File: config.mk
export PLATFORM = sky130hd
export DESIGN_NAME = fqh_host
export DESIGN_NICKNAME = d
export VERILOG_FILES = /design/src/fqh_pkg.sv /design/src/fqh_sync.sv /design/src/fqh_host.sv
export SDC_FILE = /design/constraint.sdc
export NUM_CORES = 1
export LEC_CHECK = 0
export BUFFER_PORTS_ARGS = -buffer_cell sky130_fd_sc_hd__buf_2
export CAP_MARGIN = 10
export CORE_ASPECT_RATIO = 0.75
export CORE_UTILIZATION = 54
export CTS_CLUSTER_SIZE = 28
export DETAILED_ROUTE_END_ITERATION = 10
export PLACE_DENSITY = 0.78
export SLEW_MARGIN = 20
export SYNTH_ARGS = -nofsm -noshare
export SYNTH_HDL_FRONTEND = slang
export SYNTH_SLANG_ARGS = --single-unit
File: constraint.sdc
create_clock -name ref_clk -period 2.5 [get_ports ref_clk]
set_input_delay 0.25 -clock ref_clk [delete_from_list [all_inputs] [get_ports ref_clk]]
set_output_delay 0.25 -clock ref_clk [all_outputs]
set_load 0.005 [all_outputs]
File: src/fqh_pkg.sv
package fqh_pkg;

	// Bus widths.
	localparam int          ADDR_W          = 21;
	localparam int          DATA_W          = 16;

	// Command codes and command addresses.
	localparam logic [7:0]  CMD_QUERY       = 8'h98;
	localparam logic [7:0]  CMD_RESET       = 8'hF0;
	localparam logic [20:0] QUERY_ADDR_WORD = 21'h000055;
	localparam logic [20:0] QUERY_ADDR_BYTE = 21'h0000AA;
	localparam logic [20:0] RESET_ADDR      = 21'h000000;

	// Query table window in word offsets.
	localparam logic [6:0]  QRY_FIRST       = 7'h10;
	localparam logic [6:0]  QRY_LAST        = 7'h34;

	// Pin timing in ns and derived cycle counts at 50 MHz.
	localparam int          CLK_PERIOD_NS   = 20;
	localparam int          T_SETUP_NS      = 20;
	localparam int          T_STROBE_NS     = 60;
	localparam int          T_ACCESS_NS     = 80;
	localparam int          T_GLITCH_NS     = 5;
	localparam int          SETUP_CYC       = (T_SETUP_NS + CLK_PERIOD_NS - 1) / CLK_PERIOD_NS;
	localparam int          STROBE_CYC      = (T_STROBE_NS + CLK_PERIOD_NS - 1) / CLK_PERIOD_NS;
	localparam int          ACCESS_CYC      = (T_ACCESS_NS + CLK_PERIOD_NS - 1) / CLK_PERIOD_NS;
	localparam int          GLITCH_CYC      = (T_GLITCH_NS + CLK_PERIOD_NS - 1) / CLK_PERIOD_NS;
	localparam logic [3:0]  SETUP_CNT       = 4'(SETUP_CYC);
	localparam logic [3:0]  STROBE_CNT      = 4'(STROBE_CYC);
	localparam logic [3:0]  ACCESS_CNT      = 4'(ACCESS_CYC);

	// Host operation codes.
	localparam logic [1:0]  OP_QUERY        = 2'h0;
	localparam logic [1:0]  OP_RESET        = 2'h1;
	localparam logic [1:0]  OP_READ         = 2'h2;

	typedef enum logic [2:0] {
		ST_IDLE   = 3'b000,
		ST_SETUP  = 3'b001,
		ST_STROBE = 3'b010,
		ST_HOLD   = 3'b011,
		ST_ACCESS = 3'b100
	} fqh_state_t;

	// Expected table contents, indexed by word offset.
	function automatic logic [15:0] fqh_expect(input logic [6:0] ofs);
		case (ofs)
			7'h10: fqh_expect = 16'h0051;
			7'h11: fqh_expect = 16'h0052;
			7'h12: fqh_expect = 16'h0059;
			7'h13: fqh_expect = 16'h0002;
			7'h15: fqh_expect = 16'h0040;
			7'h1B: fqh_expect = 16'h0016;
			7'h1C: fqh_expect = 16'h0020;
			7'h1F: fqh_expect = 16'h0004;
			7'h21: fqh_expect = 16'h000A;
			7'h23: fqh_expect = 16'h0005;
			7'h25: fqh_expect = 16'h0004;
			7'h27: fqh_expect = 16'h0015;
			7'h28: fqh_expect = 16'h0002;
			7'h2C: fqh_expect = 16'h0002;
			7'h2D: fqh_expect = 16'h00FF;
			7'h2E: fqh_expect = 16'h0001;
			7'h2F: fqh_expect = 16'h0010;
			7'h31: fqh_expect = 16'h001F;
			7'h34: fqh_expect = 16'h0001;
			default: fqh_expect = 16'h0000;
		endcase
	endfunction

endpackage

File: src/fqh_sync.sv
`timescale 1ns/1ps
module fqh_sync
	import fqh_pkg::*;
#(
	parameter int W = 16
) (
	// Clock and reset.
	input  wire logic         ref_clk,
	input  wire logic         arst_n,
	// Asynchronous input and synchronised output.
	input  wire logic [W-1:0] din,
	output logic      [W-1:0] dout
);

	logic [W-1:0] meta_q;
	logic [W-1:0] meta_d;
	logic [W-1:0] dout_q;
	logic [W-1:0] dout_d;

	always_comb begin
		meta_d = din;
		dout_d = meta_q;
	end

	always_ff @(posedge ref_clk or negedge arst_n) begin
		if (!arst_n) begin
			meta_q <= '0;
			dout_q <= '0;
		end else begin
			meta_q <= meta_d;
			dout_q <= dout_d;
		end
	end

	assign dout = dout_q;

endmodule // fqh_sync

File: src/fqh_host.sv
`timescale 1ns/1ps
// Function
// RULE1: Enter query mode by writing 98h to 55h (word) or AAh (byte).
// RULE2: Query reads in word mode drive address bits A7 and above to zero.
// RULE3: Query mode lasts until reset command; device then returns to array read.
// RULE4: Device also accepts query code while in identification mode.
// RULE5: Reset from query entered via identification returns to identification.
// RULE6: Offsets 10h-12h read Q R Y; byte offsets start at 20h.
// RULE7: Offsets 13h-1Ah hold command set, extended pointer 0040h, then zeros.
// RULE8: Offsets 1Bh-1Eh hold supply codes 0016h, 0020h, then zeros.
// RULE9: Typical timeouts: 1Fh=0004h, 21h=000Ah, 20h and 22h zero.
// RULE10: Maximum multipliers: 23h=0005h, 25h=0004h, 24h and 26h zero.
// RULE11: Size 0015h, interface 0002h/0000h, multi-byte write 0000h.
// RULE12: Two erase regions with the listed region descriptor words.
// RULE13: Program or erase only after required unlock cycles.
// RULE14: During supply lockout all writes are rejected and device resets.
// RULE15: Strobe pulses shorter than about 5 ns start no write.
// RULE16: Write inhibited if output enable low, chip select high or strobe high.
// RULE17: Host writes with chip select and strobe low, output enable high.
// RULE18: All three controls low together is treated as a read.
// RULE19: At power-up device is in array read and locks out writes.
// RULE20: Reset command is one write of F0 to any address.
// RULE21: Bad command sequence returns device to array read.
// RULE22: Byte offset is twice word offset; data on low byte, upper zero.
module fqh_host
	import fqh_pkg::*;
(
	// Clock and reset.
	input  wire logic              ref_clk,
	input  wire logic              arst_n,
	// Command port.
	input  wire logic              cmd_valid,
	input  wire logic [1:0]        cmd_op,
	input  wire logic [6:0]        cmd_ofs,
	input  wire logic              byte_mode,
	output logic                   cmd_ready,
	output logic                   rsp_valid,
	output logic [15:0]            rsp_data,
	output logic                   rsp_match,
	// Flash pins.
	output logic [ADDR_W-1:0]      flash_addr,
	output logic                   flash_ce_n,
	output logic                   flash_oe_n,
	output logic                   flash_we_n,
	output logic [DATA_W-1:0]      flash_dq_o,
	output logic                   flash_dq_oe_n,
	input  wire logic [DATA_W-1:0] flash_dq_i
);

	fqh_state_t              st_q,    st_d;
	logic       [3:0]        cnt_q,   cnt_d;
	logic       [1:0]        op_q,    op_d;
	logic       [6:0]        ofs_q,   ofs_d;
	logic                    bm_q,    bm_d;
	logic       [ADDR_W-1:0] addr_q,  addr_d;
	logic                    ce_n_q,  ce_n_d;
	logic                    oe_n_q,  oe_n_d;
	logic                    we_n_q,  we_n_d;
	logic       [DATA_W-1:0] dq_q,    dq_d;
	logic                    dqoe_q,  dqoe_d;
	logic                    rv_q,    rv_d;
	logic       [15:0]       rd_q,    rd_d;
	logic                    rm_q,    rm_d;
	logic                    rdy_q,   rdy_d;
	logic       [DATA_W-1:0] dq_sync;
	logic       [15:0]       rd_val;

	fqh_sync #(.W(DATA_W)) u_sync (
		.ref_clk (ref_clk),
		.arst_n  (arst_n),
		.din     (flash_dq_i),
		.dout    (dq_sync)
	);

	// In byte mode only the low byte is meaningful; the upper lanes carry a changing pattern.
	assign rd_val = bm_q ? {8'h00, dq_sync[7:0]} : dq_sync; // RULE22

	always_comb begin
		st_d   = st_q;
		cnt_d  = cnt_q;
		op_d   = op_q;
		ofs_d  = ofs_q;
		bm_d   = bm_q;
		addr_d = addr_q;
		ce_n_d = ce_n_q;
		oe_n_d = oe_n_q;
		we_n_d = we_n_q;
		dq_d   = dq_q;
		dqoe_d = dqoe_q;
		rv_d   = 1'b0;
		rd_d   = rd_q;
		rm_d   = rm_q;
		rdy_d  = rdy_q;
		case (st_q)
			ST_IDLE: begin
				if (cmd_valid && rdy_q) begin
					rdy_d = 1'b0;
					op_d  = cmd_op;
					ofs_d = cmd_ofs;
					bm_d  = byte_mode;
					cnt_d = SETUP_CNT;
					st_d  = ST_SETUP;
					ce_n_d = 1'b0;
					case (cmd_op)
						OP_QUERY: begin
							addr_d = byte_mode ? QUERY_ADDR_BYTE : QUERY_ADDR_WORD; // RULE1
							dq_d   = {8'h00, CMD_QUERY}; // RULE1
							dqoe_d = 1'b0;
						end
						OP_RESET: begin
							addr_d = RESET_ADDR; // RULE20
							dq_d   = {8'h00, CMD_RESET}; // RULE20 RULE3 RULE5
							dqoe_d = 1'b0;
						end
						default: begin
							// Upper address bits zero; byte offset is twice the word offset.
							addr_d = byte_mode ? {13'h0000, cmd_ofs, 1'b0} : {14'h0000, cmd_ofs}; // RULE2 RULE22 RULE6
							dqoe_d = 1'b1;
							oe_n_d = 1'b0;
						end
					endcase
				end
			end
			ST_SETUP: begin
				if (cnt_q > 4'h1) begin
					cnt_d = cnt_q - 4'h1;
				end else if (op_q == OP_READ) begin
					cnt_d = ACCESS_CNT;
					st_d  = ST_ACCESS;
				end else begin
					// Output enable stays high while strobe is low: a valid write.
					we_n_d = 1'b0; // RULE17 RULE16 RULE18
					cnt_d  = STROBE_CNT;
					st_d   = ST_STROBE;
				end
			end
			ST_STROBE: begin
				// Strobe held for several cycles, far wider than the glitch filter.
				if (cnt_q > 4'h1) begin
					cnt_d = cnt_q - 4'h1; // RULE15
				end else begin
					we_n_d = 1'b1;
					st_d   = ST_HOLD;
				end
			end
			ST_ACCESS: begin
				// Two extra cycles cover the input synchroniser.
				if (cnt_q > 4'h0) begin
					cnt_d = cnt_q - 4'h1;
				end else begin
					rd_d   = rd_val;
					rm_d   = (rd_val == fqh_expect(ofs_q)); // RULE7 RULE8 RULE9 RULE10 RULE11 RULE12
					rv_d   = 1'b1;
					oe_n_d = 1'b1;
					st_d   = ST_HOLD;
				end
			end
			ST_HOLD: begin
				ce_n_d = 1'b1;
				dqoe_d = 1'b1;
				rdy_d  = 1'b1;
				st_d   = ST_IDLE;
			end
			default: begin
				st_d = ST_IDLE;
			end
		endcase
	end

	always_ff @(posedge ref_clk or negedge arst_n) begin
		if (!arst_n) begin
			st_q   <= ST_IDLE;
			cnt_q  <= 4'h0;
			op_q   <= OP_READ;
			ofs_q  <= 7'h00;
			bm_q   <= 1'b0;
			addr_q <= '0;
			ce_n_q <= 1'b1;
			oe_n_q <= 1'b1;
			we_n_q <= 1'b1;
			dq_q   <= '0;
			dqoe_q <= 1'b1;
			rv_q   <= 1'b0;
			rd_q   <= 16'h0000;
			rm_q   <= 1'b0;
			rdy_q  <= 1'b1;
		end else begin
			st_q   <= st_d;
			cnt_q  <= cnt_d;
			op_q   <= op_d;
			ofs_q  <= ofs_d;
			bm_q   <= bm_d;
			addr_q <= addr_d;
			ce_n_q <= ce_n_d;
			oe_n_q <= oe_n_d;
			we_n_q <= we_n_d;
			dq_q   <= dq_d;
			dqoe_q <= dqoe_d;
			rv_q   <= rv_d;
			rd_q   <= rd_d;
			rm_q   <= rm_d;
			rdy_q  <= rdy_d;
		end
	end

	assign cmd_ready     = rdy_q;
	assign rsp_valid     = rv_q;
	assign rsp_data      = rd_q;
	assign rsp_match     = rm_q;
	assign flash_addr    = addr_q;
	assign flash_ce_n    = ce_n_q;
	assign flash_oe_n    = oe_n_q;
	assign flash_we_n    = we_n_q;
	assign flash_dq_o    = dq_q;
	assign flash_dq_oe_n = dqoe_q;

	property p_write_levels;
		@(posedge ref_clk) disable iff (!arst_n)
		!we_n_q |-> (!ce_n_q && oe_n_q && !dqoe_q);
	endproperty
	a_write_levels: assert property (p_write_levels) else $error("Write strobe low without valid levels"); // RULE17

	property p_strobe_width;
		@(posedge ref_clk) disable iff (!arst_n)
		$fell(we_n_q) |-> !we_n_q [*3];
	endproperty
	a_strobe_width: assert property (p_strobe_width) else $error("Write strobe too short"); // RULE15

	property p_query_data;
		@(posedge ref_clk) disable iff (!arst_n)
		(st_q == ST_SETUP && op_q == OP_QUERY) |->
			(dq_q[7:0] == CMD_QUERY && addr_q == (bm_q ? QUERY_ADDR_BYTE : QUERY_ADDR_WORD));
	endproperty
	a_query_data: assert property (p_query_data) else $error("Query command value wrong"); // RULE1

	property p_reset_data;
		@(posedge ref_clk) disable iff (!arst_n)
		(st_q == ST_SETUP && op_q == OP_RESET) |-> dq_q[7:0] == CMD_RESET;
	endproperty
	a_reset_data: assert property (p_reset_data) else $error("Reset command value wrong"); // RULE20

	property p_read_addr;
		@(posedge ref_clk) disable iff (!arst_n)
		(!oe_n_q && !bm_q) |-> addr_q[20:7] == 14'h0000;
	endproperty
	a_read_addr: assert property (p_read_addr) else $error("Upper address bits not zero on query read"); // RULE2

	property p_byte_addr;
		@(posedge ref_clk) disable iff (!arst_n)
		(!oe_n_q && bm_q) |-> (addr_q[0] == 1'b0 && addr_q[7:1] == ofs_q);
	endproperty
	a_byte_addr: assert property (p_byte_addr) else $error("Byte offset not twice word offset"); // RULE22

	property p_no_contention;
		@(posedge ref_clk) disable iff (!arst_n)
		!oe_n_q |-> (we_n_q && dqoe_q);
	endproperty
	a_no_contention: assert property (p_no_contention) else $error("Host drives data during read"); // RULE18

	// The answer registers six edges after the take and is sampled at the seventh.
	property p_read_answer;
		@(posedge ref_clk) disable iff (!arst_n)
		(st_q == ST_IDLE && cmd_valid && rdy_q && cmd_op == OP_READ) |-> ##7 rsp_valid;
	endproperty
	a_read_answer: assert property (p_read_answer) else $error("Read answer late"); // RULE6

	property p_write_release;
		@(posedge ref_clk) disable iff (!arst_n)
		$rose(we_n_q) |=> ce_n_q;
	endproperty
	a_write_release: assert property (p_write_release) else $error("Chip select not released after write"); // RULE16

	c_query: cover property (@(posedge ref_clk) disable iff (!arst_n) st_q == ST_STROBE && op_q == OP_QUERY);
	c_reset: cover property (@(posedge ref_clk) disable iff (!arst_n) st_q == ST_STROBE && op_q == OP_RESET);
	c_match: cover property (@(posedge ref_clk) disable iff (!arst_n) rsp_valid && rsp_match);
	c_byte:  cover property (@(posedge ref_clk) disable iff (!arst_n) rsp_valid && bm_q);

endmodule // fqh_host

# --- After elaboration in Yosys (flattened, before gate mapping) ---
# Memories as Yosys holds them, arrays and structs flattened.
# Index checks and enable logic that the tools add are counted.
classes:
  mux: 35
  n_bitwise: 1
  reduce_logical: 17
  add_sub_neg: 1
  magnitude_cmp: 2
  eq_ne: 15
op_table:
  columns: ["op", "count"]
  rows:
  - ["16-bit two-way mux", 4]
  - ["16-bit case mux with 2 select lines", 1]
  - ["3-bit two-way mux", 6]
  - ["16-bit == test", 1]
  - ["4-bit two-way mux", 4]
  - ["8-bit two-way mux", 2]
  - ["2-bit != test (second input constant)", 8]
  - ["4-bit case mux with 4 select lines", 1]
  - ["8-bit case mux with 2 select lines", 1]
  - ["4-bit AND reduction", 4]
  - ["3-bit case mux with 4 select lines", 1]
  - ["1-bit two-way mux", 11]
  - ["4-bit by 1-bit greater-than comparator with 1-bit output (second input constant)", 2]
  - ["1-bit case mux with 2 select lines", 4]
  - ["2-bit nonzero test", 4]
  - ["3-bit by 2-bit == test with 1-bit output (second input constant)", 2]
  - ["2-bit AND reduction", 3]
  - ["4-bit nonzero test", 1]
  - ["4-bit by 1-bit subtractor with 4-bit output (second input constant)", 1]
  - ["3-bit by 1-bit == test with 1-bit output (second input constant)", 1]
  - ["3-bit == test (second input constant)", 1]
  - ["3-bit zero test", 1]
  - ["3-bit AND reduction", 1]
  - ["2-bit by 1-bit == test with 1-bit output (second input constant)", 1]
  - ["other kinds (5)", 5]
word_totals:
  inputBits: 29
  output_inout_bits: 60
  elab_cells: 88
  romBits: 512
  register_bits: 108
  mem_count: 1
mem_list:
  columns: ["memory", "words", "word_bits", "rd", "rd_ports_with_merged_regs", "wr", "line_no", "text"]
  rows:
  - ["(no name shown)", 64, 8, 1, 0, 0, "fqh_pkg.sv:47", "case (ofs)"]

# --- Depth between registers and ports, before layout ---
# Gate-level depths: netlist of run 1.
depth:
  ltp_word: 5
  ltp_mapped: 8

# --- Modules after synthesis ---
# A second synthesis of run 1 with hierarchy kept.
unflattened:
  hier_cells: 371
  hier_area_um2: 3862.5
by_module_without_submodules:
  columns: ["mod", "cells_per_inst", "area_per_inst_um2", "seq_area_each_um2", "n_inst"]
  rows:
  - ["fqh_host", 339, 3061.7, 1257.5, 1]
  - ["fqh_sync", 32, 800.8, 800.8, 1]

# --- Worst setup path after synthesis of run 1 ---
# No wires, ideal clock.
synth_timing:
  path_kind: "flip-flop to flip-flop"
  from: "reg ofs_q[0]"
  to: "reg rm_q, in the netlist rsp_match"
  stages_incl_launch_ff: 8
  arrival_ps: 1858
  setup_ps: 92
  period_less_slack_ps: 1950
  path_buffers: 0
  required_time_ps: 2408
  slack_ps: 550
  cell_sequence: "dfrtp_1 > ha_1 > mux2_4 > a22oi_2 > o21ai_1 > mux2_4 > o21a_1 > o31ai_2"
synth_via:
  elab_chain_cells: 5
synth_rtl:
  columns: ["item", "line_no", "text"]
  rows:
  - ["from (decl)", "fqh_host.sv:53", "logic [6:0] ofs_q, ofs_d;"]
  - ["from (signal assigned)", "fqh_host.sv:191", "ofs_q <= ofs_d;"]
  - ["memory 64 x 8 bit", null, null]
  - ["16-bit two-way mux", "fqh_pkg.sv:47", null]
  - ["16-bit two-way mux", "fqh_host.sv:148", "if (cnt_q > 4'h0) begin"]
  - ["16-bit two-way mux", "fqh_host.sv:94", "case (st_q)"]
  - ["16-bit == test", "fqh_host.sv:152", "rm_d = (rd_val == fqh_expect(ofs_q));"]
  - ["to (signal assigned)", "fqh_host.sv:201", "rm_q <= rm_d;"]
  - ["to (decl)", "fqh_host.sv:63", "logic rm_q, rm_d;"]
# Every way passes these cells. The select of a mux whose other input is x is not followed.
# A chain may end at the register's enable or synchronous reset.

# --- Worst setup path in the final report of run 1 ---
# Same ends and word-level chain as after synthesis.

==> flow_metrics.py, run 1 <==
metrics = {
    "sta": {
        "fmax_mhz": 475,
        "fin_crit_ps": 2100,
        "hold_viol_final": 0,
        "finalSetupViolCount": 0,
        "maxSlewViolCount": 0,
        "slew_headroom_pct": 51.9,
        "worst_pin_slew_ps": 722,
        "tns_ps": 0,
        "holdWs_ps": 124,
        "grt_setup_unrepaired": "no",
        "layout_setup_ws_ps": 396,
        "min_period_over_period_pct": 84.2,
        "finClkSkew_ps": 8.60,
    },
    "cells_and_area": {
        "layout_common_cells": "dfrtp_1 (77), buf_2 (63), nand2_1 (41)",
        "instances_no_fill": 528,
        "final_common_cell": "dfrtp_1",
        "antennaDiodeCount": 0,
        "final_layout_size_suffix_gt1_share_pct": 25.7,
        "layout.nets": 476,
        "fin_area_um2": 4440,
        "areaGrowthSynthToFinish_pct": 15.9,
        "finish.utilization_pct": 65.1,
    },
    "drt": {
        "via_count": 2789,
        "first_pass_iters": 4,
        "ant_nets": 0,
        "totalWireLength_um": 7590,
        "first_iter_violations": 98,
        "viasPerCell": 5.28,
        "wl_per_cell_um": 14.4,
        "route.detailed.drc": 0,
    },
    "setup_path": {
        "end_kind": "flop",
        "reg2reg_slack_ps": 400,
        "cpLargestDelayFamily": "compound AO/OA/AOI/OAI gates",
        "slowest_delay_ps": 500,
        "critPathLaunchType": "flop",
        "crit_buf_inv": 0,
        "reg2reg_to": "rsp_match$_DFFE_PN0P_",
        "rr_worst_depth": 7,
        "crit_arrival_ps": 2380,
        "cp.required_ps": 2770,
        "path_max_fanout": 10,
        "timing.rr.start": "ofs_q[0]$_DFFE_PN0P_",
        "cp_common_cell": "mux2_4",
        "crit_chain": "ha_1 > mux2_4 > a22oi_2 > o21ai_1 > mux2_4 > o21a_1 > o31ai_2",
        "crit_type": "reg2reg",
        "cpMaxStageDelayCell": "dfrtp_1",
    },
    "global_route": {
        "grt_pass1_wl_um": 12400,
        "grt_overflow": 0,
        "antenna_found_initial": 0,
        "grt_util_all_layers_pct": 22.2,
        "grt_max_degree": 83,
        "grt_pass1_vias": 2579,
    },
    "clock_network": {
        "ctsResizeCount": 0,
        "worstSkewPairLatency_ps": 360,
        "clkSinkCount": 82,
        "cts_made_buffers": 9,
        "clock_path_buffers": 2,
        "clk_pin_slew_ps": 90,
        "cts_root_buffer": "clkbuf_8",
        "cts_tree": "yes",
        "h-tree-depth": 3,
    },
    "logic_synthesis": {
        "ys.flop_type": "dfrtp_1",
        "synth_seq_cells": 82,
        "synth_compound_area_share_pct": 12.9,
        "synth_mux_area_share_pct": 7.18,
        "async_flop_share_pct": 100,
        "syn_inst": 366,
        "synth_edf_count": 0,
        "yosys.area_share.simple_pct": 14.3,
        "yosys_warnings": 0,
        "synth_top_family_by_area": "simple AND/OR/NAND/NOR gates",
        "synth-adder-area-share_pct": 2.61,
        "syn_area_um2": 3830,
        "synthXorXnorAreaFrac_pct": 0.914,
        "syn_avg_cell_area_um2": 10.5,
        "yosysSeqAreaShare_pct": 53.7,
        "synth.distinct_cells": 49,
    },
    "power": {
        "power_leakage_nw": 2.19,
        "power_density_nw_per_um2": 529,
        "total_power_mw": 2.35,
        "irDropWorstVdd_v": 0.000275,
    },
    "floorplan": {
        "start_util_pct": 56.1,
        "rows": 26,
        "fp.coreArea_um2": 6830,
        "dieArea_um2": 7450,
        "die_w_um": 99.3,
        "ioPinCount": 89,
        "dieHeight_um": 75.0,
    },
    "place": {
        "place_congestion": 0.888,
        "dp_hpwl_um": 5100,
        "pre_cts_ws_ps": 411,
        "placed_area_um2": 4090,
        "place.port_buffers": 64,
        "post-place-cells": 495,
    },
    "flow_run": {
        "maxCapViolCount": 0,
    },
    "run_status": {
        "status": "complete, no violations",
    },
    "hold_path": {
        "min_from": "cmd_op[0]",
        "hold_path_class": "in2reg",
        "min_path_cells": 2,
        "whs_endpoint": "flash_dq_o[3]$_DFFE_PN0P_",
    },
}
[where the power goes]
part	total (mW)	switching, mW	internal [mW]
Combinational	0.114	0.0665	0.0473
Clock	0.873	0.502	0.371
Sequential	1.37	0.0140	1.35
Total	2.35	0.582	1.77
[Yosys cell counts (all sizes together), types with 3 or more instances]
cell type	count	share of area [%]
a21oi	17	2.2
buf	36	6.4
clkbuf	9	0.88
dfrtp	77	50
dfstp	5	3.4
ha	8	2.6
inv	11	1.1
mux2	22	6.7
nand2	41	4.0
nand2b	17	2.8
nand3	8	1.0
nand4	3	0.49
nor2	22	2.2
nor3	5	0.65
nor3b	3	0.59
nor4	4	0.65
o21a	5	0.98
o21ai	30	3.9
o31ai	8	1.7
[worst max path at each step]
stage / slack (ps) / endpoint / cells after the start / start
CTS: 390 / rsp_match$_DFFE_PN0P_ / 7 / ofs_q[0]$_DFFE_PN0P_
global placement: 460 / rsp_match$_DFFE_PN0P_ / 7 / ofs_q[0]$_DFFE_PN0P_
detailed placement: 410 / rsp_match$_DFFE_PN0P_ / 7 / ofs_q[0]$_DFFE_PN0P_
global route: 300 / cnt_q[0]$_DFFE_PN0P_ / 8 / cnt_q[0]$_DFFE_PN0P_
finish: 400 / rsp_match$_DFFE_PN0P_ / 7 / ofs_q[0]$_DFFE_PN0P_
floorplan: 550 / rsp_match$_DFFE_PN0P_ / 7 / ofs_q[0]$_DFFE_PN0P_
[sequential cells by signal, summed over array words and instances (netlist names)]
signal and count:
bm_q 1, cmd_ready 1, cnt_q 4, flash_addr 8
flash_dq_o 3, flash_dq_oe_n 1, flash_oe_n 1, flash_we_n 1
ofs_q 7, op_q 2, rsp_data 16, rsp_match 1
rsp_valid 1, st_q 3, u_sync.dout 16, u_sync.dout_d 16
[per-layer routing]
layer	part of all wire [%]	global-route usage [%]
met1	48	30.0
met2	45	34.5
met5	0	0
met4	0.96	6.54
met3	5.7	7.52
[layout make-up]
cell class,count,area (um^2)
Clock buffer,10,128
Tap cell,84,105
Inverter,11,41.3
Timing Repair Buffer,84,519
Fill cell,555,2390
Multi-Input combinational cell,251,1540
Sequential cell,82,2060
Clock inverter,6,50.0
[logic make-up after synthesis]
group	after synthesis
mux	24
fa+ha+maj	8
compound gates	78
other cells	1
xor+xnor	4
flops	82
simple gates	113
buf+inv	56
[what timing repair did]
item,4_1_cts,5_1_grt
hold buffers,15,2
setup buffers,0,0
hold endpoints to repair,15,62
Power figures use the tool's default switching activity.
==> run 2: changes to the inputs <==
- ABC_AREA: unset -> 1
- CORE_UTILIZATION: 54 -> 48
- PLACE_DENSITY: 0.78 -> 0.73
- clock period: 2.5 -> 1.7 ns (I/O delays scaled with it)
==> flow_metrics.py, run 2 <==
metrics = {
    "drt": {
        "totalWireLength_um": 8120,
        "met3WireLength_um": 366,
        "viasPerCell": 4.92,
        "first_iter_violations": 141,
        "ant_nets": 0,
        "wl_per_cell_um": 12.8,
        "route.detailed.drc": 0,
        "wl_met1_um": 3790,
        "first_pass_iters": 4,
        "via_count": 3127,
        "top_layer": "met4",
        "wl_met2_um": 3810,
    },
    "floorplan": {
        "start_util_pct": 50.7,
        "rows": 27,
        "die_w_um": 105,
        "dieHeight_um": 79.3,
        "ioPinCount": 89,
        "dieArea_um2": 8330,
        "fp.coreArea_um2": 7530,
    },
    "logic_synthesis": {
        "synthTopCellsByArea": "dfrtp_1 (50%), nand2_1 (11%), buf_4 (5.9%)",
        "synth_edf_count": 0,
        "synth.distinct_cells": 37,
        "async_flop_share_pct": 100,
        "yosys_warnings": 0,
        "syn_inst": 438,
        "ys_top_cells_by_count": "nand2_1 (109), dfrtp_1 (77), nor2_1 (40)",
        "ys.flop_type": "dfrtp_1",
        "synth_top_cell_area_share_pct": 50.4,
        "yosysMostFrequentCell": "nand2_1",
        "syn_area_um2": 3820,
        "yosysSeqAreaShare_pct": 53.9,
        "synth_seq_cells": 82,
        "syn_avg_cell_area_um2": 8.72,
        "yosysTopAreaCell": "dfrtp_1",
    },
    "cells_and_area": {
        "regArea_um2": 2060,
        "layout.nets": 567,
        "multi_input_area_um2": 1530,
        "final_layout_size_suffix_gt1_share_pct": 29.0,
        "final_common_cell": "nand2_1",
        "areaGrowthSynthToFinish_pct": 22.7,
        "fill_cells": 640,
        "antennaDiodeCount": 0,
        "layout_common_cells": "nand2_1 (106), dfrtp_1 (73), buf_2 (63)",
        "finish.utilization_pct": 62.2,
    },
    "setup_path": {
        "crit_chain": "buf_6 > ha_4 > inv_2 > nand3_2 > nand3_2 > nor2_2 > nand2_1 > nand2_1 > nand2_1 > nand2_2 > nor2_2 > nand2_1 > nand2_1",
        "cpMaxStageDelayCell": "dfrtp_2",
        "path_max_fanout": 4,
        "timing.rr.start": "ofs_q[0]$_DFFE_PN0P_",
        "slowest_delay_ps": 460,
        "reg2reg_slack_ps": 80,
        "cp.required_ps": 1990,
        "crit_arrival_ps": 1910,
        "reg2reg_to": "rsp_match$_DFFE_PN0P_",
        "cp_common_cell": "nand2_1",
        "crit_type": "reg2reg",
        "end_kind": "flop",
        "rr_worst_depth": 13,
        "critPathLaunchType": "flop",
        "startpoint": "ofs_q[0]$_DFFE_PN0P_",
    },
    "place": {
        "place.port_buffers": 64,
        "place_congestion": 0.927,
        "dp_hpwl_um": 5770,
    },
    "sta": {
        "finalSetupViolCount": 0,
        "fin_crit_ps": 1620,
        "finClkSkew_ps": 9.57,
        "grt_setup_unrepaired": "yes",
        "maxSlewViolCount": 0,
        "fmax_mhz": 618,
        "min_period_over_period_pct": 95.2,
        "hold_viol_final": 0,
        "tns_ps": 0,
    },
    "global_route": {
        "grt_max_degree": 33,
        "antenna_found_initial": 0,
        "grt_pass1_vias": 2894,
        "grt_util_all_layers_pct": 20.3,
        "grt_pass1_wl_um": 13100,
        "grt_overflow": 0,
    },
    "power": {
        "irDropWorstVdd_v": 0.000919,
        "power_leakage_nw": 2.36,
        "power_density_nw_per_um2": 1620,
    },
    "clock_network": {
        "h-tree-depth": 3,
        "clkSinkCount": 82,
        "worstSkewPairLatency_ps": 360,
        "cts_tree": "yes",
        "clock_path_buffers": 2,
        "clk_pin_slew_ps": 80,
        "cts_made_buffers": 9,
        "cts_root_buffer": "clkbuf_8",
    },
    "flow_run": {
        "maxCapViolCount": 0,
    },
    "hold_path": {
        "min_path_cells": 3,
        "whs_endpoint": "ofs_q[4]$_DFFE_PN0P_",
        "hold_path_class": "in2reg",
        "min_from": "cmd_ofs[4]",
    },
    "run_status": {
        "status": "complete, no violations",
    },
}
-- run 2: cell types whose count changed after synthesis, sizes merged, moves of 5 or more --
cell,previous run,this run
nor2,22,47
nand3,8,26
nand2b,17,0
inv,11,47
o21ai,30,43
o31ai,8,2
nand2,41,112
clkbuf,9,4
mux2,22,0
a21oi,17,8
-- run 2: kinds of logic (layout without fill, tap and decap cells) --
logic type	after synthesis	in the layout	synth area share, %
adder cells (fa/ha/maj)	8	8	2.62
AND/OR/NAND/NOR	197	197	22.0
other	1	24	0.0981
flip-flops	82	82	53.9
AO/OA/AOI/OAI	66	66	9.95
buffers and inverters	84	158	11.5
-- run 2: worst max-delay path by stage --
stage	end
floorplan	rsp_match$_DFFE_PN0P_
global placement	rsp_match$_DFFE_PN0P_
detailed placement	cnt_q[1]$_DFFE_PN0P_
CTS	cnt_q[0]$_DFFE_PN0P_
global route	rsp_match$_DFFE_PN0P_
finish	rsp_match$_DFFE_PN0P_
-- run 2: through the flow --
stage | worst slack, ps | power [mW] | area, um^2 | hold slack (ps) | cells
2_1_floorplan | 173 | 5.00 | 3910 | -126 | 461
3_3_place_gp | 97.7 | 5.80 | 4190 | 128 | 600
3_5_place_dp | -11.8 | 5.90 | 4190 | 129 | 600
4_1_cts | 41.9 | 7.25 | 4550 | 35.4 | 634
5_1_grt | -31.7 | 8.18 | 4690 | 60.5 | 636
6_report | 82.1 | 7.58 | 4690 | 51.6 | 636
-- run 2: per-layer routing --
layer,global-route usage [%],up-vias
met5,0,-
met4,7.75,0
met3,4.43,19
met2,33.6,90
met1,26.3,1484
li1,-,1534
-- run 2: cell type report --
type                            instances  area share, %
Multi-Input combinational cell        295           32.5
Tap cell                              101           2.70
Clock buffer                            9           2.64
Sequential cell                        82           44.0
Clock inverter                          7           1.17
Inverter                               48           3.90
Timing Repair Buffer                   94           13.0
-- run 2: critical path, delay by kind of cell, from the launching register on --
kind / cells / cell delay, ps
simple gates: 10 / 700
fa+ha+maj: 1 / 160
buf+inv: 2 / 240
flops: 1 / 460
-- run 2: where the power goes --
part | internal (mW) | switching [mW]
combinational | 1.34 | 1.94
sequential | 2.56 | 0.470
clock | 0.536 | 0.732
total | 4.44 | 3.14
-- run 2: timing repair --
item,CTS,global route
gates resized for setup,1,36
endpoints found under the hold margin,42,0
hold buffers,17,0
endpoints found under the setup margin,4,9
buffers inserted,1,2
pin swaps,1,9
==> run 3: changes to the inputs <==
- CORE_UTILIZATION: 48 -> 58
- PLACE_DENSITY: 0.73 -> 0.83
- clock period: 1.7 -> 2 ns (I/O delays scaled with it)
==> flow_metrics.py, run 3 (same netlist as run 2, synthesis figures left out) <==
metrics = {
    "sta": {
        "finalSetupViolCount": 0,
        "hold_viol_final": 0,
        "grt_setup_unrepaired": "no",
        "min_period_over_period_pct": 87.2,
        "maxSlewViolCount": 0,
        "finClkSkew_ps": 12.1,
        "fin_crit_ps": 1740,
        "fmax_mhz": 573,
        "tns_ps": 0,
    },
    "drt": {
        "first_iter_violations": 157,
        "viasPerCell": 4.95,
        "totalWireLength_um": 7430,
        "first_pass_iters": 4,
        "wl_per_cell_um": 12.3,
        "route.detailed.drc": 0,
        "ant_nets": 0,
        "via_count": 3000,
    },
    "clock_network": {
        "cts_tree": "yes",
        "h-tree-depth": 3,
        "cts_root_buffer": "clkbuf_8",
        "clk_pin_slew_ps": 80,
        "worstSkewPairLatency_ps": 350,
        "clkSinkCount": 82,
        "clock_path_buffers": 2,
        "cts_made_buffers": 9,
    },
    "global_route": {
        "grt_overflow": 0,
        "grt_util_all_layers_pct": 23.2,
        "grt_pass1_wl_um": 12200,
        "grt_max_degree": 46,
        "grt_pass1_vias": 2693,
        "antenna_found_initial": 0,
    },
    "hold_path": {
        "min_path_cells": 3,
        "hold_path_class": "in2reg",
        "min_from": "cmd_ofs[4]",
        "whs_endpoint": "ofs_q[4]$_DFFE_PN0P_",
    },
    "floorplan": {
        "die_w_um": 95.7,
        "start_util_pct": 60.5,
        "rows": 25,
        "dieHeight_um": 72.3,
        "dieArea_um2": 6920,
        "ioPinCount": 89,
        "fp.coreArea_um2": 6320,
    },
    "power": {
        "power_leakage_nw": 2.34,
        "p_int_mw": 3.73,
        "clkPwrFrac_pct": 19.2,
        "power_density_nw_per_um2": 1370,
        "power.net_switching_mw": 2.40,
        "irDropWorstVdd_v": 0.000737,
        "swShare_pct": 39.1,
        "p_seq_share_pct": 41.8,
        "p_comb_share_pct": 38.9,
    },
    "cells_and_area": {
        "layout_common_cells": "nand2_1 (109), dfrtp_1 (77), buf_2 (63)",
        "final_common_cell": "nand2_1",
        "regArea_um2": 2060,
        "fill_cells": 499,
        "areaGrowthSynthToFinish_pct": 17.1,
        "antennaDiodeCount": 0,
        "layout.nets": 557,
        "multi_input_area_um2": 1410,
        "fin_area_um2": 4480,
        "final_layout_size_suffix_gt1_share_pct": 21.9,
    },
    "setup_path": {
        "critPathLaunchType": "flop",
        "end_kind": "flop",
        "timing.rr.start": "ofs_q[1]$_DFFE_PN0P_",
        "reg2reg_to": "rsp_match$_DFFE_PN0P_",
        "cp.required_ps": 2280,
        "crit_type": "reg2reg",
        "crit_arrival_ps": 2030,
        "rr_worst_depth": 14,
        "path_max_fanout": 6,
        "reg2reg_slack_ps": 260,
    },
    "place": {
        "placed_area_um2": 4110,
        "place_congestion": 0.900,
        "dp_hpwl_um": 5330,
        "place.port_buffers": 64,
    },
    "flow_run": {
        "maxCapViolCount": 0,
    },
    "run_status": {
        "status": "complete, no violations",
    },
}
-- run 3: cell type report --
cell class / instances / area share (%)
clock buffer: 11 / 3.16
timing repair buffer: 84 / 11.8
clock inverter: 5 / 1.20
sequential: 82 / 46.0
inverter: 48 / 4.08
tap: 81 / 2.26
multi-input combinational: 295 / 31.5
-- run 3: per-layer routing --
| metal | up-vias | global-route usage (%) | share of wire (%) |
|---|---|---|---|
| met1 | 1388 | 32.4 | 47 |
| met2 | 88 | 35.1 | 45 |
| met3 | 18 | 6.50 | 5.7 |
| met4 | 0 | 8.13 | 1.8 |
| met5 | - | 0 | 0 |
| li1 | 1506 | - | - |
-- run 3: per-stage QoR --
step / cells / hold WS, ps / power [mW] / util (%) / setup WS, ps
after CTS: 606 / 62.9 / 6.15 / 70.8 / 249
after detailed placement: 573 / 198 / 4.93 / 65.0 / 275
after floorplan: 461 / -95.6 / 4.25 / - / 473
final: 606 / 66.4 / 6.13 / 70.8 / 256
after global routing: 606 / 84.9 / 6.64 / 70.8 / 13.2
after global placement: 573 / 197 / 4.85 / 65.0 / 344
-- run 3: worst max-delay path by stage --
| stage | slack, ps | depth (start not counted) | endpoint | startpoint |
|---|---|---|---|---|
| global placement | 340 | 12 | rsp_match$_DFFE_PN0P_ | cnt_q[0]$_DFFE_PN0P_ |
| CTS | 250 | 14 | rsp_match$_DFFE_PN0P_ | ofs_q[1]$_DFFE_PN0P_ |
| global route | 10 | 14 | rsp_match$_DFFE_PN0P_ | ofs_q[1]$_DFFE_PN0P_ |
| detailed placement | 270 | 14 | rsp_match$_DFFE_PN0P_ | ofs_q[1]$_DFFE_PN0P_ |
| floorplan | 470 | 14 | rsp_match$_DFFE_PN0P_ | ofs_q[1]$_DFFE_PN0P_ |
| finish | 260 | 14 | rsp_match$_DFFE_PN0P_ | ofs_q[1]$_DFFE_PN0P_ |
-- run 3: timing repair --
item,CTS,global route
endpoints found under the hold margin,49,0
hold buffers,17,0
resized for setup,0,0
setup buffers,0,0
-- run 3: worst max-delay path, cell delays in order (launching register included) --
cell and delay, ps:
dfrtp_1 440, inv_1 130, ha_1 260, nand2_1 100, nor2_2 160, nand2_2 90, nand2_1 60, nand2_1 50
clkinv_1 40, nand2_1 40, nor2_1 80, nand2_1 50, nor2_1 80, nand2_1 50, nand2_1 50
-- run 3: power by group through the flow --
stage | Clock (mW) | Combinational [mW] | Sequential [mW]
global placement | 0 | 2.28 | 2.56
finish | 1.18 | 2.39 | 2.56
global route | 1.28 | 2.73 | 2.63
detailed placement | 0 | 2.35 | 2.59
CTS | 1.20 | 2.39 | 2.56
floorplan | 0 | 1.74 | 2.50
